==> src/design/adc_cfg_defines.svh <==
// Purpose: offsets, field positions, reset values and opcodes of the config bank
// Assumes: serial commands are one byte, registers are one byte each
// Notes:   definitions only
`ifndef ADC_CFG_DEFINES_SVH
`define ADC_CFG_DEFINES_SVH

// register indices on the serial port
`define REG_INPUT_GAIN        2'h0
`define REG_RATE_MODE         2'h1
`define REG_REF_EXC           2'h2
`define REG_SOURCE_ROUTE      2'h3
`define REG_RESET_VALUE       8'h00

// rate_mode_config fields
`define RATE_SELECT_HI        7
`define RATE_SELECT_LO        5
`define OP_MODE_HI            4
`define OP_MODE_LO            3
`define CONTINUOUS_BIT        2
`define TEMP_SENSOR_BIT       1
`define BURNOUT_BIT           0

// reference_excitation_config fields
`define REF_SEL_HI            7
`define REF_SEL_LO            6
`define MAINS_SEL_HI          5
`define MAINS_SEL_LO          4
`define LOW_SIDE_BIT          3
`define EXC_LEVEL_HI          2
`define EXC_LEVEL_LO          0

// source_routing_config fields
`define FIRST_ROUTE_HI        7
`define FIRST_ROUTE_LO        5
`define SECOND_ROUTE_HI       4
`define SECOND_ROUTE_LO       2
`define READY_OUT_BIT         1
`define RESERVED_BIT          0

// operating modes and special codes
`define MODE_NORMAL           2'h0
`define MODE_DUTY             2'h1
`define MODE_TURBO            2'h2
`define RATE_SLOWEST          3'h0
`define CODE_UNUSED3          3'h7
`define MOD_CLK_NORMAL_KHZ    10'h100
`define MOD_CLK_TURBO_KHZ     10'h200

// command opcodes (upper bits compared)
`define CMD_WRITE_NIB         4'h4
`define CMD_READ_NIB          4'h2
`define CMD_START_TOP         7'h04
`define CMD_SLEEP_TOP         7'h01
`define CMD_RESET_TOP         7'h03
`define BITS_PER_BYTE         3'h7

`endif

==> src/design/adc_cfg_pkg.sv <==
// Purpose: shared types of the configuration bank
// Assumes: nothing beyond the defines header
// Notes:   types only, constants live in the header
package adc_cfg_pkg;

   // serial transfer phase
   typedef enum logic [1:0] {
      PH_CMD   = 2'b00,
      PH_WRITE = 2'b01,
      PH_READ  = 2'b10
   } phase_e;

   typedef logic [3:0][7:0] bank_t;   // four config bytes

endpackage : adc_cfg_pkg

==> src/design/spi_pin_sampler.sv <==
// Purpose: brings the serial pins into the core clock and finds sclk edges
// Assumes: pins are asynchronous to CLOCK_I, sclk much slower than the clock
// Notes:   edges come from the second and third stage, never the first
`timescale 1ns/1ps
module spi_pin_sampler
(
   // clock and reset
   input  wire logic clk_i,
   input  wire logic rst_i,
   // raw pins
   input  wire logic cs_n_i,
   input  wire logic sclk_i,
   input  wire logic din_i,
   // synchronised view
   output logic      cs_n_o,
   output logic      din_o,
   output logic      sclk_rise_o,
   output logic      sclk_fall_o
);

   // all sampler state in one word: [1:0] cs, [2:0] sclk, [1:0] din
   typedef struct packed {
      logic [1:0] cs;     // two stage cs chain
      logic [2:0] sclk;   // two stages plus one for edge finding
      logic [1:0] din;    // two stage data chain
   } samp_s;

   samp_s st_r;
   samp_s st_nxt;

   // shift each pin along its chain
   always_comb
   begin
      st_nxt      = st_r;
      st_nxt.cs   = {st_r.cs[0], cs_n_i};
      st_nxt.sclk = {st_r.sclk[1:0], sclk_i};
      st_nxt.din  = {st_r.din[0], din_i};
   end

   // cs resets high so the port starts deselected
   always_ff @(posedge clk_i or posedge rst_i)
   begin
      if (rst_i)
      begin
         st_r <= '{cs: 2'h3, sclk: 3'h0, din: 2'h0};
      end
      else
      begin
         st_r <= st_nxt;
      end
   end

   assign cs_n_o      = st_r.cs[1];
   assign din_o       = st_r.din[1];
   assign sclk_rise_o = st_r.sclk[1] & ~st_r.sclk[2];
   assign sclk_fall_o = ~st_r.sclk[1] & st_r.sclk[2];

endmodule : spi_pin_sampler

==> src/design/adc_config_registers.sv <==
// Purpose: configuration registers 1..3 of the sensor converter, serial port
// Assumes: host is an spi mode 1 master, sclk far slower than CLOCK_I
// Notes:   decoded settings leave as registered ports for the analog side
`timescale 1ns/1ps
`include "adc_cfg_defines.svh"

// What this block does
// [RULE1] normal mode rates 20 to 1000 sps
// [RULE2] duty-cycle mode rates 5 to 250 sps
// [RULE3] turbo mode rates 40 to 2000 sps
// [RULE4] mode field picks normal, duty or turbo
// [RULE5] bit two picks single or continuous
// [RULE6] bit one enables temperature sensor mode
// [RULE7] bit zero switches burn-out sources
// [RULE8] reference field picks one of four
// [RULE9] mains filter only at slowest rate
// [RULE10] mains field picks rejection coefficients
// [RULE11] low-side switch follows start and sleep
// [RULE12] one current level for both sources
// [RULE13] first source routing field
// [RULE14] second source routing, same mapping
// [RULE15] ready also on serial output if set
// [RULE16] serial port runs spi mode one
// [RULE17] launch on rising, sample on falling
// [RULE18] host writes zero to reserved bit
// [RULE19] read and write commands carry address, count
// [RULE20] writes take effect on final falling edge
// [RULE21] write completion restarts the filter
module adc_config_registers
   import adc_cfg_pkg::*;
(
   // clock and reset
   input  wire logic        CLOCK_I,
   input  wire logic        RESET_I,
   // serial pins from the host
   input  wire logic        CS_N_I,
   input  wire logic        SCLK_I,
   input  wire logic        DIN_I,
   output logic             DOUT_O,
   output logic             DOUT_OE_O,
   // conversion side
   input  wire logic        CONV_DONE_I,
   output logic             DATA_READY_N_O,
   output logic             START_PULSE_O,
   output logic             FILTER_RESTART_O,
   // decoded settings
   output logic [13:0]      RATE_QSPS_O,
   output logic [9:0]       MOD_CLK_KHZ_O,
   output logic             DUTY_CYCLE_O,
   output logic             CONTINUOUS_O,
   output logic             TEMP_SENSOR_O,
   output logic             BURNOUT_O,
   output logic [1:0]       REF_SEL_O,
   output logic [1:0]       MAINS_FILTER_O,
   output logic             LOW_SIDE_CLOSED_O,
   output logic [10:0]      EXC_CURRENT_UA_O,
   output logic [2:0]       FIRST_ROUTE_O,
   output logic [2:0]       SECOND_ROUTE_O,
   output logic             POWERED_DOWN_O
);

   // whole block state
   typedef struct packed {
      bank_t       cfg;          // live registers
      bank_t       pend;         // staged write bytes
      phase_e      phase;        // serial phase
      logic [2:0]  bitcnt;       // bit within byte
      logic [7:0]  rx;           // inbound shift
      logic [7:0]  tx;           // outbound shift
      logic [1:0]  addr;         // current register
      logic [1:0]  left;         // bytes still to move
      logic        dout;         // serial out level
      logic        dout_oe;      // serial out driven
      logic        ready_n;      // data ready, low active
      logic        start;        // start command pulse
      logic        restart;      // filter restart pulse
      logic        sw_closed;    // switch request state
      logic        sleep;        // powered down
      logic [13:0] rate_q;       // rate in quarter sps
      logic [9:0]  mod_khz;      // modulator clock
      logic [1:0]  mains;        // effective mains filter
      logic [10:0] exc_ua;       // excitation current
      logic [2:0]  route1;       // first source route
      logic [2:0]  route2;       // second source route
      logic        sw_out;       // switch output
      logic        duty;         // duty-cycle mode flag
   } state_s;

   state_s st_r;
   state_s st_nxt;

   // synchronised pins
   logic cs_n_s;
   logic din_s;
   logic sclk_rise;
   logic sclk_fall;

   // pins pass two flops before use
   spi_pin_sampler u_pins
   (
      .clk_i       (CLOCK_I),
      .rst_i       (RESET_I),
      .cs_n_i      (CS_N_I),
      .sclk_i      (SCLK_I),
      .din_i       (DIN_I),
      .cs_n_o      (cs_n_s),
      .din_o       (din_s),
      .sclk_rise_o (sclk_rise),
      .sclk_fall_o (sclk_fall)
   );

   // rate in quarter sps so that 11.25 and 22.5 stay exact; zero when unused
   function automatic logic [13:0] rate_lookup(input logic [1:0] mode,
                                               input logic [2:0] code);
      logic [13:0] r;
      r = 14'h0000;
      case (mode)
         `MODE_NORMAL:
         begin
            case (code)                                          // RULE1
               3'h0: r = 14'h0050;
               3'h1: r = 14'h00B4;
               3'h2: r = 14'h0168;
               3'h3: r = 14'h02BC;
               3'h4: r = 14'h0528;
               3'h5: r = 14'h0960;
               3'h6: r = 14'h0FA0;
               default: r = 14'h0000;
            endcase
         end
         `MODE_DUTY:
         begin
            case (code)                                          // RULE2
               3'h0: r = 14'h0014;
               3'h1: r = 14'h002D;
               3'h2: r = 14'h005A;
               3'h3: r = 14'h00B0;
               3'h4: r = 14'h014A;
               3'h5: r = 14'h0258;
               3'h6: r = 14'h03E8;
               default: r = 14'h0000;
            endcase
         end
         `MODE_TURBO:
         begin
            case (code)                                          // RULE3
               3'h0: r = 14'h00A0;
               3'h1: r = 14'h0168;
               3'h2: r = 14'h02D0;
               3'h3: r = 14'h0578;
               3'h4: r = 14'h0A50;
               3'h5: r = 14'h12C0;
               3'h6: r = 14'h1F40;
               default: r = 14'h0000;
            endcase
         end
         default: r = 14'h0000;
      endcase
      return r;
   endfunction : rate_lookup

   // excitation current in microamps, code one is unused and reads as off
   function automatic logic [10:0] current_lookup(input logic [2:0] code);
      logic [10:0] c;
      c = 11'h000;
      case (code)                                                // RULE12
         3'h2: c = 11'h032;
         3'h3: c = 11'h064;
         3'h4: c = 11'h0FA;
         3'h5: c = 11'h1F4;
         3'h6: c = 11'h3E8;
         3'h7: c = 11'h5DC;
         default: c = 11'h000;
      endcase
      return c;
   endfunction : current_lookup

   // routing code 111 is unused; treat it as disabled
   function automatic logic [2:0] route_clean(input logic [2:0] code);
      return (code == `CODE_UNUSED3) ? 3'h0 : code;
   endfunction : route_clean

   // serial engine and settings decode
   always_comb
   begin
      logic [7:0] rx_byte;
      logic [7:0] r1;
      logic [7:0] r2;
      logic [7:0] r3;
      rx_byte        = {st_r.rx[6:0], din_s};
      r1             = st_r.cfg[`REG_RATE_MODE];
      r2             = st_r.cfg[`REG_REF_EXC];
      r3             = st_r.cfg[`REG_SOURCE_ROUTE];
      st_nxt         = st_r;
      st_nxt.start   = 1'b0;
      st_nxt.restart = 1'b0;

      if (cs_n_s)
      begin
         // deselected: abandon any transfer
         st_nxt.phase  = PH_CMD;
         st_nxt.bitcnt = 3'h0;
      end
      else
      begin
         // mode 1: launch the next read bit on rising edges
         if (sclk_rise && st_r.phase == PH_READ)                 // RULE17
         begin
            st_nxt.dout = st_r.tx[7];
            st_nxt.tx   = {st_r.tx[6:0], 1'b0};
         end
         // mode 1: sample din on falling edges
         if (sclk_fall)                                          // RULE16
         begin
            st_nxt.rx     = rx_byte;                             // RULE17
            st_nxt.bitcnt = st_r.bitcnt + 3'h1;
            if (st_r.bitcnt == `BITS_PER_BYTE)
            begin
               case (st_r.phase)
                  PH_CMD:
                  begin
                     // opcode with address and count in low nibble
                     st_nxt.addr = rx_byte[3:2];                 // RULE19
                     st_nxt.left = rx_byte[1:0];
                     if (rx_byte[7:4] == `CMD_WRITE_NIB)
                     begin
                        st_nxt.phase = PH_WRITE;
                        st_nxt.pend  = st_r.cfg;
                     end
                     else if (rx_byte[7:4] == `CMD_READ_NIB)
                     begin
                        st_nxt.phase = PH_READ;
                        st_nxt.tx    = st_r.cfg[rx_byte[3:2]];
                     end
                     else if (rx_byte[7:1] == `CMD_START_TOP)
                     begin
                        st_nxt.start     = 1'b1;
                        st_nxt.sleep     = 1'b0;
                        st_nxt.sw_closed = 1'b1;                 // RULE11
                     end
                     else if (rx_byte[7:1] == `CMD_SLEEP_TOP)
                     begin
                        st_nxt.sleep     = 1'b1;
                        st_nxt.sw_closed = 1'b0;                 // RULE11
                     end
                     else if (rx_byte[7:1] == `CMD_RESET_TOP)
                     begin
                        st_nxt.cfg = '0;
                     end
                  end
                  PH_WRITE:
                  begin
                     // reserved bit is dropped whatever the host sent
                     st_nxt.pend[st_r.addr] = rx_byte;
                     if (st_r.addr == `REG_SOURCE_ROUTE)
                     begin
                        st_nxt.pend[st_r.addr][`RESERVED_BIT] = 1'b0; // RULE18
                     end
                     if (st_r.left == 2'h0)
                     begin
                        // last falling edge: commit all bytes at once
                        st_nxt.cfg     = st_nxt.pend;            // RULE20
                        st_nxt.restart = 1'b1;                   // RULE21
                        st_nxt.phase   = PH_CMD;
                     end
                     else
                     begin
                        st_nxt.addr = st_r.addr + 2'h1;
                        st_nxt.left = st_r.left - 2'h1;
                     end
                  end
                  PH_READ:
                  begin
                     // commands are not decoded until the read ends
                     if (st_r.left == 2'h0)
                     begin
                        st_nxt.phase = PH_CMD;
                     end
                     else
                     begin
                        st_nxt.addr = st_r.addr + 2'h1;
                        st_nxt.left = st_r.left - 2'h1;
                        st_nxt.tx   = st_r.cfg[st_r.addr + 2'h1];
                     end
                  end
                  default: st_nxt.phase = PH_CMD;
               endcase
            end
         end
      end

      // ready falls on a finished conversion; a new set wins over the clear
      if (CONV_DONE_I)
      begin
         st_nxt.ready_n = 1'b0;
      end
      else if (sclk_fall && !cs_n_s && st_r.bitcnt == `BITS_PER_BYTE)
      begin
         st_nxt.ready_n = 1'b1;
      end

      // serial out pin: read data, else ready when READY_OUT_BIT is set, else idle high
      st_nxt.dout_oe = ~cs_n_s;
      if (st_nxt.phase != PH_READ)
      begin
         st_nxt.dout = r3[`READY_OUT_BIT] ? st_nxt.ready_n : 1'b1; // RULE15
      end

      // settings decode, one cycle behind the live registers
      st_nxt.rate_q = rate_lookup(r1[`OP_MODE_HI:`OP_MODE_LO],
                                  r1[`RATE_SELECT_HI:`RATE_SELECT_LO]);
      case (r1[`OP_MODE_HI:`OP_MODE_LO])                         // RULE4
         `MODE_NORMAL: st_nxt.mod_khz = `MOD_CLK_NORMAL_KHZ;
         `MODE_DUTY:   st_nxt.mod_khz = `MOD_CLK_NORMAL_KHZ;
         `MODE_TURBO:  st_nxt.mod_khz = `MOD_CLK_TURBO_KHZ;
         default:      st_nxt.mod_khz = 10'h000;
      endcase
      // mains coefficients only mean something at the slowest normal/duty rate
      if (r1[`RATE_SELECT_HI:`RATE_SELECT_LO] == `RATE_SLOWEST &&
          (r1[`OP_MODE_HI:`OP_MODE_LO] == `MODE_NORMAL ||
           r1[`OP_MODE_HI:`OP_MODE_LO] == `MODE_DUTY))           // RULE9
      begin
         st_nxt.mains = r2[`MAINS_SEL_HI:`MAINS_SEL_LO];          // RULE10
      end
      else
      begin
         st_nxt.mains = 2'h0;
      end
      // sleep turns both sources off but keeps the registers
      st_nxt.exc_ua = st_r.sleep ? 11'h000
                                 : current_lookup(r2[`EXC_LEVEL_HI:`EXC_LEVEL_LO]);
      st_nxt.route1 = route_clean(r3[`FIRST_ROUTE_HI:`FIRST_ROUTE_LO]);   // RULE13
      st_nxt.route2 = route_clean(r3[`SECOND_ROUTE_HI:`SECOND_ROUTE_LO]); // RULE14
      st_nxt.sw_out = r2[`LOW_SIDE_BIT] & st_r.sw_closed;        // RULE11
      st_nxt.duty   = (r1[`OP_MODE_HI:`OP_MODE_LO] == `MODE_DUTY); // RULE4
   end

   // one register for the whole state
   always_ff @(posedge CLOCK_I or posedge RESET_I)
   begin
      if (RESET_I)
      begin
         st_r         <= '0;
         st_r.phase   <= PH_CMD;
         st_r.dout    <= 1'b1;
         st_r.ready_n <= 1'b1;
         st_r.rate_q  <= 14'h0050;
         st_r.mod_khz <= `MOD_CLK_NORMAL_KHZ;
      end
      else
      begin
         st_r <= st_nxt;
      end
   end

   // ports straight from the state register
   assign DOUT_O            = st_r.dout;
   assign DOUT_OE_O         = st_r.dout_oe;
   assign DATA_READY_N_O    = st_r.ready_n;
   assign START_PULSE_O     = st_r.start;
   assign FILTER_RESTART_O  = st_r.restart;
   assign RATE_QSPS_O       = st_r.rate_q;
   assign MOD_CLK_KHZ_O     = st_r.mod_khz;
   assign DUTY_CYCLE_O      = st_r.duty;
   assign CONTINUOUS_O      = st_r.cfg[`REG_RATE_MODE][`CONTINUOUS_BIT];   // RULE5
   assign TEMP_SENSOR_O     = st_r.cfg[`REG_RATE_MODE][`TEMP_SENSOR_BIT];  // RULE6
   assign BURNOUT_O         = st_r.cfg[`REG_RATE_MODE][`BURNOUT_BIT];      // RULE7
   assign REF_SEL_O         = st_r.cfg[`REG_REF_EXC][`REF_SEL_HI:`REF_SEL_LO]; // RULE8
   assign MAINS_FILTER_O    = st_r.mains;
   assign LOW_SIDE_CLOSED_O = st_r.sw_out;
   assign EXC_CURRENT_UA_O  = st_r.exc_ua;
   assign FIRST_ROUTE_O     = st_r.route1;
   assign SECOND_ROUTE_O    = st_r.route2;
   assign POWERED_DOWN_O    = st_r.sleep;

   // checks
   a_rate_normal_slow: assert property (@(posedge CLOCK_I) disable iff (RESET_I) // RULE1
      (st_r.cfg[1][7:3] == 5'h00) |=> (RATE_QSPS_O == 14'h0050))
      else $error("normal slowest rate not 20 sps");
   a_rate_duty_fast: assert property (@(posedge CLOCK_I) disable iff (RESET_I) // RULE2
      (st_r.cfg[1][7:3] == 5'h19) |=> (RATE_QSPS_O == 14'h03E8))
      else $error("duty fastest rate not 250 sps");
   a_rate_turbo_fast: assert property (@(posedge CLOCK_I) disable iff (RESET_I) // RULE3
      (st_r.cfg[1][7:3] == 5'h1A) |=> (RATE_QSPS_O == 14'h1F40))
      else $error("turbo fastest rate not 2000 sps");
   a_mode_turbo_clk: assert property (@(posedge CLOCK_I) disable iff (RESET_I) // RULE4
      (st_r.cfg[1][4:3] == 2'h2) |=> (MOD_CLK_KHZ_O == 10'h200))
      else $error("turbo modulator clock wrong");
   a_mains_gated: assert property (@(posedge CLOCK_I) disable iff (RESET_I) // RULE9
      (MAINS_FILTER_O != 2'h0) |-> ($past(st_r.cfg[1][7:5]) == 3'h0))
      else $error("mains filter active at a faster rate");
   a_switch_open: assert property (@(posedge CLOCK_I) disable iff (RESET_I) // RULE11
      (st_r.cfg[2][3] == 1'b0) |=> !LOW_SIDE_CLOSED_O)
      else $error("low-side switch closed while disabled");
   a_commit_edge: assert property (@(posedge CLOCK_I) disable iff (RESET_I) // RULE20
      ($past(st_r.phase) == PH_WRITE && $changed(st_r.cfg)) |-> $past(sclk_fall))
      else $error("config changed away from a falling edge");
   a_restart_once: assert property (@(posedge CLOCK_I) disable iff (RESET_I) // RULE21
      FILTER_RESTART_O |-> ($past(st_r.phase) == PH_WRITE) ##1 !FILTER_RESTART_O)
      else $error("filter restart not a single pulse after a write");
   a_ready_pin_off: assert property (@(posedge CLOCK_I) disable iff (RESET_I) // RULE15
      (st_r.cfg[3][1] == 1'b0 && st_nxt.phase != PH_READ) |=> DOUT_O)
      else $error("serial output not idle high with ready mode off");

endmodule : adc_config_registers

==> config.mk <==
export PLATFORM = sky130hd
export DESIGN_NAME = adc_config_registers
export DESIGN_NICKNAME = d
export VERILOG_FILES = /design/src/design/adc_cfg_pkg.sv /design/src/design/spi_pin_sampler.sv /design/src/design/adc_config_registers.sv
export VERILOG_INCLUDE_DIRS = /design/src /design/src/design
export SDC_FILE = /design/constraint.sdc
export NUM_CORES = 1
export LEC_CHECK = 0
export BUFFER_PORTS_ARGS = -buffer_cell sky130_fd_sc_hd__buf_2
export CAP_MARGIN = 5
export CELL_PAD_IN_SITES_DETAIL_PLACEMENT = 0
export CELL_PAD_IN_SITES_GLOBAL_PLACEMENT = 1
export CORE_ASPECT_RATIO = 0.9
export CORE_MARGIN = 2
export CORE_UTILIZATION = 45
export DETAILED_ROUTE_END_ITERATION = 7
export GPL_ROUTABILITY_DRIVEN = 0
export GPL_TIMING_DRIVEN = 0
export PLACE_DENSITY = 0.75
export SYNTH_ARGS = -nofsm -noshare
export SYNTH_HDL_FRONTEND = slang
export SYNTH_SLANG_ARGS = --single-unit
==> constraint.sdc <==
create_clock -name CLOCK_I -period 12.5 [get_ports CLOCK_I]
set_clock_uncertainty 0.05 [all_clocks]
set_input_delay 1.25 -clock CLOCK_I [delete_from_list [all_inputs] [get_ports CLOCK_I]]
set_output_delay 1.25 -clock CLOCK_I [all_outputs]
set_load 0.02 [all_outputs]
==> summary.md <==
| Metric | Value |
|---|---|
| FF-to-FF Start | st_r[54] |
| Hold Path Class | reg2reg |
| Worst path required time | 12.75 ns |
| Hold endpoint | u_pins.din_o |
| Leakage | 3.83 nW |
| Max_cap viols | 0 |
| Syn Inst Count | 648 |
| Final Core Density | 0.536 |
| CP max FO | 10 |
| Vias in the first global route | 5262 |
| Worst path cell trace | clkbuf_1, inv_1, ha_1, clkbuf_1, mux4_2, a32oi_1, nor2_1, a221o_1 |
| Most common cell on crit path | clkbuf_1 |
| # clock sinks | 137 |
| Final setup TNS | 0 ns |
| CP max stage cell | mux4_2 |
| Yosys cell types | 64 |
| Worst hold slack | 0.300 ns |
| Share of layout cells above drive strength 1 | 0.273 |
| Post-synth top area cell | dfrtp_1 |
| Core area | 15500 µm² |
| Crit path buffers/inverters | 3 |
| Max stage delay on crit path | 0.58 ns |
| Most common cell in the netlist | dfrtp_1 |
| Postcts setup bufs | 0 |
| DRT antenna net count | 0 |
| Placement row count | 43 |
| VDD IR-drop max | 94.0 µV |
| Status | completed |
| Pin count of the biggest net entering global routing | 104 |
| Layout area overhead | 16.0% |
| DR iter-0 viols | 597 |
| # resized after CTS | 0 |
| RR Endpoint | st_r[57] |
| Clock root cell | clkbuf_16 |
| Critical path launch point type | flop |
| Worst hold stages | 0 |
| H-tree depth | 4 |
| Final min period | 3.20 ns |
| Hold_buf cts | 0 |
| Worst setup EP type | flop |
| Commonest cells in the netlist | dfrtp_1, nor2_1, buf_4, clkbuf_1, mux2_2 |
| Initial Utilization | 0.462 |
| Dpl hpwl | 12900 µm |
| Total global-route track usage | 0.232 |
| Main synth FF type | dfrtp_1 |
| First-pass detailed-route iteration total | 6 |
| Initial antenna violation count | 0 |
| Post-synth EDFFs | 0 |
| Gr ovfl total | 0 |
| R2r setup slk | 9.30 ns |
| Post-synthesis cell area | 7190 µm² |
| Register area share after synthesis | 0.478 |
| Port Buffers | 51 |
| Fmax | 312 MHz |
| Pins Over Slew Limit | 0 |
| Die W | 137 µm |
| Clk buf depth | 2 |
| Worst reg2reg path depth | 8 |
| Mapped Avg Cell Area | 11.1 µm² |
| Total CTS buffers | 17 |
| ANT cells | 0 |
| Routed Wire Length | 18400 µm |
| YS warnings | 0 |
| Clock-pin slew on the worst setup and hold paths | 0.06 ns |
| Asr flop ratio synth | 1.00 |
| Top delay family on crit path | buffers and inverters |
| Worst Tran Pin Value | 0.761 ns |
| DP Area | 7760 µm² |
| Unrepaired setup endpoints after global routing | false |
| CTS tree | done |
| Headroom to the max-slew limit | 0.493 |
| Final hold violations | 0 |
| Top Ports | 62 |
| Power Dens Cells | 127 nW/µm² |
| Crit path DAT | 3.46 ns |
| Vias/cell | 5.76 |
| First-pass GRT wire length | 29400 µm |
| Post-route cell area | 8340 µm² |
| FF+latch count, synth | 137 |
| Setup Crit Path Kind | reg2reg |
| Worst skew pair latency | 0.42 ns |
| Die area | 17000 µm² |
| HP Start | u_pins.st_nxt[1] |
| Final Cycle Share | 0.256 |
| Vias | 5427 |
| Routed len/inst | 19.5 µm |
| Nets@finish | 747 |
| Die Y | 124 µm |
| Yosys top cell area share | 0.452 |
| Setup violations, final | 0 |
| Remaining DRCs | 0 |
| Main area contributors after synthesis | dfrtp_1, mux2_2, mux2i_1 |
==> report_power, final <==
part / switching, W / internal, W / total, W
Combinational: 0.0000720 / 0.0000319 / 0.000104
Sequential: 0.0000131 / 0.000454 / 0.000467
Clock: 0.000189 / 0.000297 / 0.000487
Total: 0.000274 / 0.000783 / 0.00106
==> worst max-delay path by stage <==
stage	from	endpoint	depth (start not counted)
floorplan	RESET_I	BURNOUT_O	1
global placement	RESET_I	st_r[103]	2
detailed placement	st_r[54]	st_r[57]	8
CTS	st_r[54]	st_r[57]	8
global route	st_r[54]	st_r[57]	8
finish	st_r[54]	st_r[57]	8
==> metrics by stage <==
step / cells / total power [W] / setup WS, ns
2_1_floorplan: 657 / 0.000541 / 7.54
3_3_place_gp: 910 / 0.000572 / 6.10
3_5_place_dp: 911 / 0.000576 / 9.28
4_1_cts: 943 / 0.00106 / 9.25
5_1_grt: 943 / 0.00109 / 9.02
6_report: 943 / 0.00106 / 9.30
==> layout by cell type, fill, tap and decap left out, drive strengths merged, types with 6 or more instances in the layout <==
cell type,synthesis,routed
a21boi,6,6
a21oi,13,13
a221o,7,7
a2bb2oi,29,29
a32oi,9,9
buf,54,106
clkbuf,44,64
conb,1,10
dfrtp,130,130
dfstp,7,7
ha,13,13
inv,20,21
mux2,42,42
mux2i,36,36
mux4,16,16
nand2,25,25
nor2,53,53
nor2b,9,9
nor3,9,9
o21ai,21,21
o22ai,30,30
==> cell families (layout without fill, tap and decap cells) <==
group           Yosys count  in the layout  share of synthesized area
flops                   137            137                      0.478
other cells               1             10                   0.000522
buf+inv                 119            203                     0.0867
mux                      94             94                      0.166
fa+ha+maj                13             13                     0.0226
simple gates            133            133                     0.0915
compound gates          147            147                      0.150
xor+xnor                  4              4                    0.00487
==> registers in the layout, summed over array words and instances, names as in the netlist, 2 cells and up <==
register and flops:
MAINS_FILTER_O 2, st_r 84, RATE_QSPS_O 13, REF_SEL_O 2, u_pins.st_nxt 4, EXC_CURRENT_UA_O 10, MOD_CLK_KHZ_O 2, SECOND_ROUTE_O 3
FIRST_ROUTE_O 3
==> per-layer routing <==
metal  vias to the layer above  track usage  wire length, µm
met5                         -            0                0
met4                         0       0.0689              290
met3                        28       0.0497             1180
met2                       224        0.340             8230
met1                      2702        0.346             8730
li1                       2473            -                -
==> area by class of cell <==
type	count	area [µm²]
fillers	1370	7210
flip-flops and latches	137	3440
multi-input cells	401	3160
plain buffers	98	544
clock buffers	20	447
repair buffers	52	283
well taps	202	253
clock inverters	12	126
inverters	21	83.8
Power figures use the tool's default switching activity.
